**src/rtl/cdq_consts.svh**
```systemverilog
// Offsets, field positions, reset values and timing counts of the channel data block
`ifndef CDQ_CONSTS_SVH
`define CDQ_CONSTS_SVH
// ---------------------------------------------------------------
// Register byte offsets and per-channel register word selects
// ---------------------------------------------------------------
`define CDQ_A_CTRL 8'h00
`define CDQ_A_RPI 8'h04
`define CDQ_A_STAT 8'h08
`define CDQ_A_MASK 8'h0C
`define CDQ_A_RTS 8'h10
`define CDQ_A_TLO 8'h14
`define CDQ_A_THI 8'h18
`define CDQ_A_FLAGS 8'h1C
`define CDQ_A_CAL 8'h20
`define CDQ_A_CHBASE 8'h40
`define CDQ_CH_SIGLO 2'h0
`define CDQ_CH_SLOPE 2'h1
`define CDQ_CH_ENGLO 2'h2
`define CDQ_CH_DATA 2'h3
// ---------------------------------------------------------------
// Field positions
// ---------------------------------------------------------------
`define CDQ_CTRL_OUTMODE 0
`define CDQ_CTRL_SYNCEN 1
`define CDQ_EV_FRAME 0
`define CDQ_EV_FAULT 1
`define CDQ_EV_CRC 2
// ---------------------------------------------------------------
// Reset values and timing
// ---------------------------------------------------------------
`define CDQ_RPI_RST 16'h000A
`define CDQ_RTS_MAX 16'h7FFF
`define CDQ_SLOPE_ONE 32'h00010000
`define CDQ_SLOPE_CUR 32'h0000019A
`define CDQ_SIGLO_CUR 16'h0FA0
`define CDQ_MS_NS 1000000
`define CDQ_CLK_NS 8
`define CDQ_MS_CYCLES (`CDQ_MS_NS / `CDQ_CLK_NS)
`endif

```
**src/rtl/cdq_pkg.sv**
```systemverilog
// Types shared by the channel data block
package cdq_pkg;
    localparam int CDQ_NCH = 4;
    // One converter sample with its link check and condition bits
    typedef struct packed {
        logic valid;
        logic [1:0] chan;
        logic [15:0] data;
        logic crc_ok;
        logic over;
        logic under;
        logic open_wire;
        logic shorted;
    } cdq_sample_t;
    // Module-level stamp sent with each transfer
    typedef struct packed {
        logic valid;
        logic [63:0] sys_time;
        logic [15:0] rts;
    } cdq_frame_t;
endpackage

```
**src/rtl/cdq_top.sv**
```systemverilog
// Channel data, timestamp and quality block with APB registers
// Summary of operation
// - Stamp each scan or output with system time
// - One module timestamp per input transfer
// - Align sample instants to sync pulse
// - Rolling millisecond counter, 0 to 32767
// - At interval scan, refresh data, capture stamp
// - Output mode stamps only at converter load
// - Channel values delivered as IEEE single floats
// - Interval programmable down to one millisecond
// - Linear signal to engineering unit scaling
// - Current channels default 4-20 mA to 0-100
// - Untrusted flag on range, open, short
// - Doubtful flag on calibration or offset problems
// - Bad CRC keeps last sample, flags doubtful
// - Faults on indicator and in status words
//
// The address map and the APB interface to the registers were left to the implementer.
`include "cdq_consts.svh"
module cdq_top
    import cdq_pkg::*;
#(
    parameter int MS_CYCLES = `CDQ_MS_CYCLES,
    parameter logic [3:0] CHAN_CURRENT = 4'h0
) (
    // Clock and reset
    input wire logic pclk,
    input wire logic presetn,
    // APB slave
    input wire logic psel,
    input wire logic penable,
    input wire logic pwrite,
    input wire logic [7:0] paddr,
    input wire logic [31:0] pwdata,
    output logic [31:0] prdata,
    output logic pready,
    output logic pslverr,
    // Time base and converter side
    input wire logic [63:0] sys_time,
    input wire logic sync_pulse,
    input wire cdq_sample_t sample,
    input wire logic dac_load,
    // Controller side
    output logic scan_req,
    output cdq_frame_t frame,
    output logic fault_led,
    output logic irq
);
    // ---------------------------------------------------------------
    // Storage
    // ---------------------------------------------------------------
    logic [1:0] ctrl; // Output mode and sync enable
    logic [15:0] requested_packet_interval; // Requested packet interval in ms
    logic [2:0] stat; // Sticky events
    logic [2:0] mask; // Event enables
    logic [11:0] calcfg; // Calibrating, bad offset, uncalibrated
    logic [15:0] sig_lo [CDQ_NCH]; // Low signal point
    logic [31:0] slope [CDQ_NCH]; // Gain in Q16
    logic [31:0] eng_lo [CDQ_NCH]; // Low engineering point, Q16
    logic [31:0] hold [CDQ_NCH]; // Last valid scaled float
    logic [31:0] chan_out [CDQ_NCH]; // Published float
    logic [3:0] untr_live; // Untrusted conditions from last sample
    logic [3:0] crc_bad; // Last sample failed its check
    logic [3:0] untr_flag; // Published untrusted flags
    logic [3:0] doubt_flag; // Published doubtful flags
    logic [16:0] ms_cnt; // Millisecond divider
    logic ms_tick; // One-cycle millisecond pulse
    logic [15:0] rts; // Rolling timestamp
    logic [15:0] rpi_cnt; // Milliseconds since last scan
    logic scan_now; // Scan instant this cycle
    logic [2:0] ev; // Events this cycle
    logic [2:0] w1c; // Bits software clears
    logic wr_en; // Write takes effect this edge
    logic [31:0] rd_val; // Read mux
    logic [31:0] cur_float; // Scaled float of incoming sample

    // ---------------------------------------------------------------
    // Float conversion
    // ---------------------------------------------------------------
    // Signed Q16 to IEEE single; low bits are truncated, not rounded
    function automatic logic [31:0] q16_to_float(input logic [31:0] v);
        logic [31:0] mag;
        logic [31:0] norm;
        logic [7:0] msb;
        mag = v[31] ? (~v + 32'h00000001) : v;
        msb = 8'h00;
        for (int i = 0; i < 32; i++) begin
            if (mag[i]) begin
                msb = 8'(i);
            end
        end
        norm = mag << (8'd31 - msb);
        if (mag == 32'h00000000) begin
            q16_to_float = 32'h00000000;
        end else begin
            q16_to_float = {v[31], 8'(msb + 8'd111), norm[30:8]};
        end
    endfunction

    // Linear scaling of the incoming sample
    always_comb begin
        logic [47:0] prod;
        logic [31:0] delta;
        prod = 48'h000000000000;
        delta = 32'(signed'({1'b0, sample.data}) - signed'({1'b0, sig_lo[sample.chan]}));
        prod = 48'(signed'(delta) * signed'(slope[sample.chan]));
        cur_float = q16_to_float(prod[47:16] + eng_lo[sample.chan]);
    end

    // ---------------------------------------------------------------
    // Time base
    // ---------------------------------------------------------------
    // Millisecond divider
    always_ff @(posedge pclk or negedge presetn) begin
        if (!presetn) begin
            ms_cnt <= 17'h00000;
            ms_tick <= 1'b0;
        end else if (ms_cnt == 17'(MS_CYCLES - 1)) begin
            ms_cnt <= 17'h00000;
            ms_tick <= 1'b1;
        end else begin
            ms_cnt <= ms_cnt + 17'h00001;
            ms_tick <= 1'b0;
        end
    end

    // Rolling timestamp never stops, even while idle
    always_ff @(posedge pclk or negedge presetn) begin
        if (!presetn) begin
            rts <= 16'h0000;
        end else if (ms_tick) begin
            rts <= (rts == `CDQ_RTS_MAX) ? 16'h0000 : rts + 16'h0001;
        end
    end

    // Interval counter; a zero interval is treated as one ms
    always_ff @(posedge pclk or negedge presetn) begin
        if (!presetn) begin
            rpi_cnt <= 16'h0000;
        end else if (ctrl[`CDQ_CTRL_SYNCEN] && sync_pulse) begin
            rpi_cnt <= 16'h0000;
        end else if (scan_now) begin
            rpi_cnt <= 16'h0000;
        end else if (ms_tick) begin
            rpi_cnt <= rpi_cnt + 16'h0001;
        end
    end

    // Scan fires on the tick that completes the interval, or on a sync pulse
    assign scan_now = !ctrl[`CDQ_CTRL_OUTMODE] &&
        ((ms_tick && (rpi_cnt + 16'h0001 >= requested_packet_interval)) ||
         (ctrl[`CDQ_CTRL_SYNCEN] && sync_pulse));

    // ---------------------------------------------------------------
    // Channel data path
    // ---------------------------------------------------------------
    // Sample intake; a failed check keeps the previous good value
    always_ff @(posedge pclk or negedge presetn) begin
        if (!presetn) begin
            for (int c = 0; c < CDQ_NCH; c++) begin
                hold[c] <= 32'h00000000;
            end
            untr_live <= 4'h0;
            crc_bad <= 4'h0;
        end else if (sample.valid) begin
            if (sample.crc_ok) begin
                hold[sample.chan] <= cur_float;
                crc_bad[sample.chan] <= 1'b0;
            end else begin
                crc_bad[sample.chan] <= 1'b1;
            end
            untr_live[sample.chan] <= sample.over | sample.under |
                sample.open_wire | sample.shorted;
        end
    end

    // Publish values, flags and stamps at the scan; only the stamp at converter load
    always_ff @(posedge pclk or negedge presetn) begin
        if (!presetn) begin
            for (int c = 0; c < CDQ_NCH; c++) begin
                chan_out[c] <= 32'h00000000;
            end
            untr_flag <= 4'h0;
            doubt_flag <= 4'h0;
            frame <= '0;
            scan_req <= 1'b0;
        end else begin
            scan_req <= scan_now;
            frame.valid <= 1'b0;
            if (scan_now) begin
                chan_out <= hold;
                untr_flag <= untr_live;
                doubt_flag <= crc_bad | calcfg[3:0] | calcfg[7:4] | calcfg[11:8];
                frame.valid <= 1'b1;
                frame.sys_time <= sys_time;
                frame.rts <= rts;
            end else if (ctrl[`CDQ_CTRL_OUTMODE] && dac_load) begin
                frame.valid <= 1'b1;
                frame.sys_time <= sys_time;
                frame.rts <= rts;
            end
        end
    end

    // Front indicator follows any published untrusted channel
    always_ff @(posedge pclk or negedge presetn) begin
        if (!presetn) begin
            fault_led <= 1'b0;
        end else begin
            fault_led <= |untr_flag;
        end
    end

    // ---------------------------------------------------------------
    // Interrupts
    // ---------------------------------------------------------------
    assign ev = {sample.valid & ~sample.crc_ok, |untr_flag, frame.valid};
    assign w1c = (wr_en && paddr == `CDQ_A_STAT) ? pwdata[2:0] : 3'h0;

    // Sticky status; a new event wins over a clear in the same cycle
    always_ff @(posedge pclk or negedge presetn) begin
        if (!presetn) begin
            stat <= 3'h0;
            irq <= 1'b0;
        end else begin
            stat <= (stat & ~w1c) | ev;
            irq <= |(((stat & ~w1c) | ev) & mask);
        end
    end

    // ---------------------------------------------------------------
    // APB slave
    // ---------------------------------------------------------------
    // One wait state: pready rises in the second access cycle
    assign wr_en = psel && penable && pready && pwrite;

    // Handshake and read capture
    always_ff @(posedge pclk or negedge presetn) begin
        if (!presetn) begin
            pready <= 1'b0;
            pslverr <= 1'b0;
            prdata <= 32'h00000000;
        end else begin
            pready <= psel && penable && !pready;
            pslverr <= 1'b0;
            if (psel && penable && !pready) begin
                prdata <= pwrite ? 32'h00000000 : rd_val;
                pslverr <= (paddr[7:6] == 2'b00 && paddr > `CDQ_A_CAL) || paddr[1:0] != 2'b00;
            end
        end
    end

    // Read decode; unmapped words below the channel space read zero and answer with an error; words from 8'h80 up alias the channel registers
    always_comb begin
        rd_val = 32'h00000000;
        if (paddr[1:0] != 2'b00) begin
            rd_val = 32'h00000000; // Misaligned reads return zero, never an aliased word
        end else if (paddr >= `CDQ_A_CHBASE) begin
            case (paddr[3:2])
                `CDQ_CH_SIGLO: rd_val = {16'h0000, sig_lo[paddr[5:4]]};
                `CDQ_CH_SLOPE: rd_val = slope[paddr[5:4]];
                `CDQ_CH_ENGLO: rd_val = eng_lo[paddr[5:4]];
                default: rd_val = chan_out[paddr[5:4]];
            endcase
        end else begin
            case (paddr)
                `CDQ_A_CTRL: rd_val = {30'h00000000, ctrl};
                `CDQ_A_RPI: rd_val = {16'h0000, requested_packet_interval};
                `CDQ_A_STAT: rd_val = {29'h00000000, stat};
                `CDQ_A_MASK: rd_val = {29'h00000000, mask};
                `CDQ_A_RTS: rd_val = {16'h0000, frame.rts};
                `CDQ_A_TLO: rd_val = frame.sys_time[31:0];
                `CDQ_A_THI: rd_val = frame.sys_time[63:32];
                `CDQ_A_FLAGS: rd_val = {24'h000000, doubt_flag, untr_flag};
                `CDQ_A_CAL: rd_val = {20'h00000, calcfg};
                default: rd_val = 32'h00000000;
            endcase
        end
    end

    // Control register writes
    always_ff @(posedge pclk or negedge presetn) begin
        if (!presetn) begin
            ctrl <= 2'h0;
            requested_packet_interval <= `CDQ_RPI_RST;
            mask <= 3'h0;
            calcfg <= 12'h000;
        end else if (wr_en) begin
            case (paddr)
                `CDQ_A_CTRL: ctrl <= pwdata[1:0];
                `CDQ_A_RPI: requested_packet_interval <= (pwdata[15:0] == 16'h0000) ? 16'h0001 : pwdata[15:0];
                `CDQ_A_MASK: mask <= pwdata[2:0];
                `CDQ_A_CAL: calcfg <= pwdata[11:0];
                default: ;
            endcase
        end
    end

    // Per-channel scaling; current channels reset to percent of span
    always_ff @(posedge pclk or negedge presetn) begin
        if (!presetn) begin
            for (int c = 0; c < CDQ_NCH; c++) begin
                sig_lo[c] <= CHAN_CURRENT[c] ? `CDQ_SIGLO_CUR : 16'h0000;
                slope[c] <= CHAN_CURRENT[c] ? `CDQ_SLOPE_CUR : `CDQ_SLOPE_ONE;
                eng_lo[c] <= 32'h00000000;
            end
        end else if (wr_en && paddr >= `CDQ_A_CHBASE && paddr[1:0] == 2'b00) begin
            case (paddr[3:2])
                `CDQ_CH_SIGLO: sig_lo[paddr[5:4]] <= pwdata[15:0];
                `CDQ_CH_SLOPE: slope[paddr[5:4]] <= pwdata;
                `CDQ_CH_ENGLO: eng_lo[paddr[5:4]] <= pwdata;
                default: ;
            endcase
        end
    end
endmodule

```
**config.mk**
```make
export PLATFORM = sky130hd
export DESIGN_NAME = cdq_top
export DESIGN_NICKNAME = d
export VERILOG_FILES = /design/src/rtl/cdq_pkg.sv /design/src/rtl/cdq_top.sv
export VERILOG_INCLUDE_DIRS = /design/src /design/src/rtl
export SDC_FILE = /design/constraint.sdc
export NUM_CORES = 2
export LEC_CHECK = 0
export BUFFER_PORTS_ARGS = -buffer_cell sky130_fd_sc_hd__buf_2
export CELL_PAD_IN_SITES_DETAIL_PLACEMENT = 1
export CELL_PAD_IN_SITES_GLOBAL_PLACEMENT = 1
export CORE_MARGIN = 8
export CORE_UTILIZATION = 51
export CTS_BUF_LIST = sky130_fd_sc_hd__clkbuf_4 sky130_fd_sc_hd__clkbuf_8 sky130_fd_sc_hd__clkbuf_16
export DETAILED_ROUTE_END_ITERATION = 6
export GPL_TIMING_DRIVEN = 0
export PLACE_DENSITY_LB_ADDON = 0.1
export SYNTH_ARGS = -nofsm -noshare
export SYNTH_HDL_FRONTEND = slang
export SYNTH_SLANG_ARGS = --single-unit
```
**constraint.sdc**
```tcl
create_clock -name pclk -period 16.3 [get_ports pclk]
set_input_delay 2.445 -clock pclk [delete_from_list [all_inputs] [get_ports pclk]]
set_output_delay 2.445 -clock pclk [all_outputs]
set_load 0.1 [all_outputs]
```
# == Word level (Yosys, flattened, before mapping) ==
# Cells that the tools add are included.
# word_totals
output_inout_bits,118
input_bits,135
ff_bits,796
# op_classes
n_eq_ne,12
add_sub_neg,8
bitwise,18
mul,1
shifts,1
magnitude_cmp,9
muxes,84
reduce_logical,38
# ops
cell,n
2-to-1 mux 32 bit,17
bitwise mux 128 bit,3
binary-select mux 32 bit (select 2 bit),5
case mux 32 bit (9 select lines),1
2-to-1 mux 8 bit,21
2-to-1 mux 81 bit,2
2-to-1 mux 16 bit,10
demux 32 bit (select 2 bit),2
case mux 32 bit (3 select lines),1
binary-select mux 16 bit (select 2 bit),2
bitwise mux 64 bit,1
multiplier 17 x 32 -> 48 bit,1
adder 16 x 1 -> 16 bit (second input constant),2
adder 32 x 1 -> 32 bit (second input constant),1
adder 32 bit,1
demux 16 bit (select 2 bit),1
== test 8 x 5 -> 1 bit (second input constant),4
logical NOT 32 bit,1
NOT 32 bit,1
left shift 32 x 8 -> 31 bit,1
adder 17 x 1 -> 17 bit (second input constant),1
== test 17 bit (second input constant),1
2-to-1 mux 17 bit,1
subtractor 16 x 16 -> 17 bit,1
other kinds (42),89

# == Depth between registers and ports, before layout ==
# depth
word_depth,45
ltp_mapped,70
depth_no_buf,59

# == Worst setup path before layout ==
# Ideal clock, no wire load.
# synth_timing
kind,input to register
startpoint,in sample[22] (netlist name)
endpoint,reg hold[123] (netlist name)
n_path_buf,11
setup_ns,0.137
cell_stages,69
arrival_ns,16.848
slack_ns,-0.684
path_cell_list,clkbuf_1 > buf_1 > clkbuf_1 > buf_1 > clkbuf_1 > mux4_2 > ha_1 > inv_1 > fa_1 > a211oi_1 > o21ai_1 > a31oi_1 > o21bai_1 > a21oi_1 > xnor2_1 > clkbuf_1 > nand2_1 > fa_1 > (+33 left out) > xor3_2 > buf_2 > buf_2 > a31oi_1 > xnor2_1 > nand2_1 > a211o_1 > a41oi_1 > o21ai_2 > and2_1 > buf_6 > inv_4 > buf_4 > buf_2 > ha_1 > and3_1 > mux2i_1 > a21oi_1
# synth_via
elab_chain_cells,44
word_cells_on_any_way,56
cone_classes,add/sub (4); mul (1); order compare (2); mux (45); bitwise (2); reduce/logical (2)
# synth_rtl
element,line,source
from (decl),cdq_top.sv:41,"input wire cdq_sample_t sample,"
NOT 2 -> 3 bit (implied by the code) (*),n/a,
binary-select mux 16 bit (select 2 bit),cdq_top.sv:105,"delta = 32'(signed'({1'b0, sample.data}) - signed'({1'b0, sig_lo[sample.chan]}));"
2-to-1 mux 16 bit (implied by the code) (2 in a row),cdq_top.sv:105,
subtractor 16 x 16 -> 17 bit,cdq_top.sv:105,
multiplier 17 x 32 -> 48 bit,cdq_top.sv:106,prod = 48'(signed'(delta) * signed'(slope[sample.chan]));
adder 32 bit,cdq_top.sv:107,cur_float = q16_to_float(prod[47:16] + eng_lo[sample.chan]);
NOT 32 bit,cdq_top.sv:85,mag = v[31] ? (~v + 32'h00000001) : v;
adder 32 x 1 -> 32 bit,cdq_top.sv:85,
2-to-1 mux 32 bit,cdq_top.sv:85,
2-to-1 mux 1 bit,cdq_top.sv:88,if (mag[i]) begin
2-to-1 mux 2 bit (2 in a row),cdq_top.sv:88,
2-to-1 mux 3 bit (4 in a row),cdq_top.sv:88,
2-to-1 mux 4 bit (3 in a row),cdq_top.sv:88,
2-to-1 mux 8 bit (21 in a row),cdq_top.sv:88,
adder 8 x 7 -> 8 bit,cdq_top.sv:96,"q16_to_float = {v[31], 8'(msb + 8'd111), norm[30:8]};"
2-to-1 mux 32 bit,cdq_top.sv:93,if (mag == 32'h00000000) begin
bitwise mux 128 bit (*),cdq_top.sv:167,hold[sample.chan] <= cur_float;
"to (signal, indexed assignment)",cdq_top.sv:167,
to (decl),cdq_top.sv:60,logic [31:0] hold [CDQ_NCH];
# Every way passes the cells marked *; elsewhere a longest branch is shown, timed or not. The select of a mux whose other input is x is not followed.
# A chain may end at the register's enable or synchronous reset.

# == Worst setup path after layout ==
# layout_timing
startpoint,in sample[21] (netlist name)
endpoint,reg hold[17] (netlist name)
# layout_via
elab_chain_cells,45
word_cells_on_any_way,57
cone_classes,add/sub (4); mul (1); order compare (2); shift (1); mux (45); bitwise (2); reduce/logical (2)
# layout_rtl
element,line,source
NOT 2 -> 3 bit (implied by the code) (*),n/a,
binary-select mux 16 bit (select 2 bit),cdq_top.sv:105,
2-to-1 mux 16 bit (implied by the code) (2 in a row),cdq_top.sv:105,
subtractor 16 x 16 -> 17 bit,cdq_top.sv:105,
multiplier 17 x 32 -> 48 bit,cdq_top.sv:106,
adder 32 bit,cdq_top.sv:107,
NOT 32 bit,cdq_top.sv:85,
adder 32 x 1 -> 32 bit,cdq_top.sv:85,
(+2 left out),n/a,
2-to-1 mux 2 bit (2 in a row),cdq_top.sv:88,
2-to-1 mux 3 bit (4 in a row),cdq_top.sv:88,
2-to-1 mux 4 bit (3 in a row),cdq_top.sv:88,
2-to-1 mux 8 bit (21 in a row),cdq_top.sv:88,
subtractor 5 x 8 -> 8 bit,cdq_top.sv:92,norm = mag << (8'd31 - msb);
left shift 32 x 8 -> 31 bit,cdq_top.sv:92,
2-to-1 mux 32 bit,cdq_top.sv:93,
bitwise mux 128 bit (*),cdq_top.sv:167,
# Marked as above.

==> impl_metrics.tcl <==
set metrics [dict create \
    worstHoldStart "hold[64]" \
    numPortBuffers 250 \
    setup_violations 0 \
    synthMuxAreaShare 0.195 \
    worst_pin_slew_ps 1500 \
    hpwl_um 174000 \
    wl_per_cell_um 30.1 \
    hold_buffers 0 \
    fp-row-count 127 \
    drv_cap 1 \
    synthXorXnorAreaFrac 0.0224 \
    clk_latency_ps 670 \
    drv_slew 8 \
    hp-class "flop to flop" \
    reg2reg_slack_ps 1950 \
    synth-simple-area-share 0.105 \
    crit_type "input pin to flop" \
    grt_pass1_wl_um 343000 \
    die_h_um 362 \
    path_buf_inv 22 \
    rsz0062_at_grt "true" \
    synth_area_um2 61100 \
    synth_top_family_by_area "adder cells" \
    crit_path_frequent_cell "fa_1" \
    ys_types 118 \
    crit_fanout 10 \
    drt_iter0_markers 4639 \
    final_nets 6873 \
    place_inst 7430 \
    synth_compound_area_frac 0.0871 \
    grt-ovfl-total 0 \
    ys_seq_area_frac 0.326 \
    timing.rr.end "hold[17]" \
    drive_gt1_frac 0.298 \
    area_growth_pct 17.1 \
    drc 0 \
    async_flop_share 1.00 \
    violations "capacitance limit, slew limit" \
    finalHoldViolations 0 \
    via_per_inst 6.26 \
    regArea_um2 19900 \
    ant_nets 0 \
    status "complete, but fails checks" \
    clk_path_buf_depth 3 \
    cts_buffers 79 \
    track_usage 0.347 \
    setup.worst_path.end_class "flop" \
    min_period_ps 16160 \
    r2r_start "sig_lo[0]" \
    fill_cells 12400 \
    hold_ws_ps 478 \
    synth_seq_cells 796 \
    finish.instance_area_um2 71500 \
    die-area_um2 131000 \
    dieWidth_um 362 \
    cpPeakStageDelay_ps 620 \
    vias 48400 \
    grt_max_degree 123 \
    grt_antenna_before_repair 26 \
    synthFlopType "dfrtp_1" \
    dr.pass1.iters 6 \
    io_pins 253 \
    first_global_vias 51800 \
    wl_um 233000 \
    min_path_cells 2 \
    yosysWarningCount 0 \
    synthCells 5556 \
    finalClockSkew_ps 34.0 \
    cts_tree "done" \
    cts_sinks 796 \
    max_freq_mhz 61.9 \
    holdPathEnd "hold[64]" \
    slowest_stage "xor3_2" \
    syn_area_per_cell_um2 11.0 \
    synthesis.nets 6385 \
    gp_congestion 0.942 \
    multiInputGateArea_um2 39700 \
    cp-start-kind "input pin" \
    yosys.area_share.adder 0.206 \
    path_clk_slew_ps 60 \
    arrival_ps 16730 \
    period_share 0.991 \
    clock-root-buffer "clkbuf_16" \
    placed_area_um2 64600 \
    synth_edf_count 0 \
    htreeDepth 3 \
    fin_setup_tns_ps 0 \
    start_util 0.512 \
    fin_cells 7731 \
    crit_family "adder cells" \
    fp.coreArea_um2 119000 \
    crit_required_ps 16880 \
    timing.slew.headroom -0.00747 \
    reg2reg_depth 64 \
]
[kinds of logic after synthesis]
group | count (synthesis)
fa+ha+maj | 694
flops | 796
xor+xnor | 150
buf+inv | 923
mux | 858
simple gates | 1368
compound gates | 767
[Yosys cell counts (all sizes together), types with 9 or more instances]
library cell	number	share of area
and3	39	0.0041
nand2b	32	0.0033
or2	9	0.00096
nor2	255	0.016
clkbuf	239	0.015
xor2	47	0.0067
o22ai	10	0.0011
nor4	21	0.0030
a31oi	24	0.0026
and2	161	0.016
ha	178	0.036
a221oi	39	0.0057
o31ai	34	0.0043
a22o	23	0.0033
buf	83	0.0065
o21ai	204	0.017
inv	601	0.037
a21o	36	0.0044
nor3	63	0.0057
nor2b	50	0.0051
a221o	10	0.0016
mux2	608	0.11
a21oi	163	0.014
a222oi	12	0.0020
o21a	31	0.0039
dfrtp	790	0.32
nand2	605	0.037
or3	10	0.0010
a211o	11	0.0016
o211ai	29	0.0041
a41oi	11	0.0017
o21bai	9	0.0011
a211oi	19	0.0028
xnor2	101	0.015
mux2i	45	0.0074
a22oi	34	0.0042
nand4	22	0.0024
fa	516	0.17
nand3	73	0.0063
mux4	205	0.076
[cell usage in the layout (no fill, tap or decap), types with 31 or more instances in the layout]
cell type and instances:
buf_1 38, xnor2_1 70, fa_1 512, a21o_1 36, mux2_2 606, mux2i_1 31, clkbuf_1 172, nor2_1 234
nor2b_1 47, nand3_1 63, buf_4 152, nand2b_1 31, and2_1 155, o21ai_0 139, xor2_1 38, dfrtp_1 790
clkbuf_16 85, inv_1 587, o21ai_1 43, nand2_1 593, and3_1 36, nor3_1 47, a21oi_1 122, a21oi_2 32
mux4_2 205, buf_2 259, ha_1 154
[registers in the layout, indices dropped and copies added, names as in the netlist, 16 cells and up, named ones only]
| name | flops |
|---|---|
| rpi_cnt | 16 |
| chan_out | 128 |
| ms_cnt | 17 |
| requested_packet_interval | 16 |
| slope | 128 |
| eng_lo | 128 |
| hold | 128 |
| frame | 81 |
| prdata | 32 |
| rts | 16 |
| sig_lo | 64 |
[through the flow]
step | utilization | setup WS [ps]
4_1_cts | 0.585 | 15.1
3_3_place_gp | 0.539 | -5420
2_1_floorplan | - | 83.7
3_5_place_dp | 0.542 | -5750
5_1_grt | 0.599 | -247
6_report | 0.599 | 141
[worst min-delay path, delay by kind of cell (launching register included)]
| kind | cells | cell delay [ps] |
|---|---|---|
| simple gates | 1 | 40 |
| compound gates | 1 | 60 |
| flops | 1 | 340 |
[what timing repair did]
| action | in CTS | in global routing |
|---|---|---|
| resized for setup | 405 | 269 |
| gates cloned | 1 | 2 |
| pin swaps | 70 | 126 |
| setup buffers | 75 | 80 |
| setup endpoints to repair | 128 | 128 |
[worst max-delay path by stage]
stage	from	endpoint	slack (ps)	cells past startpoint
after floorplan	sample[21]	hold[123]	80	67
after global placement	sample[21]	hold[9]	-5420	63
after detailed placement	sample[21]	hold[9]	-5750	63
after CTS	sample[22]	hold[117]	20	64
after global routing	sample[21]	hold[17]	-250	66
final	sample[21]	hold[17]	140	67
[final cells by class]
cell class                 instances  share of cell area
antenna                           20            0.000700
buffer                           309              0.0259
clock buffer                     112              0.0326
clock inverter                    24             0.00593
inverter                         601              0.0317
multi-input combinational       3837               0.555
sequential                       796               0.279
tap                             1612              0.0282
timing repair buffer             420              0.0413
[layer usage]
metal	part of all wire	track usage	vias to the layer above
met5	0.00020	0	-
met4	0.056	0.149	6
met3	0.073	0.0625	566
met2	0.47	0.560	2112
met1	0.40	0.463	25700
li1	-	-	20000
Power is not shown: default switching activity piles up to over one toggle a cycle in this logic, so the estimate is an artifact.
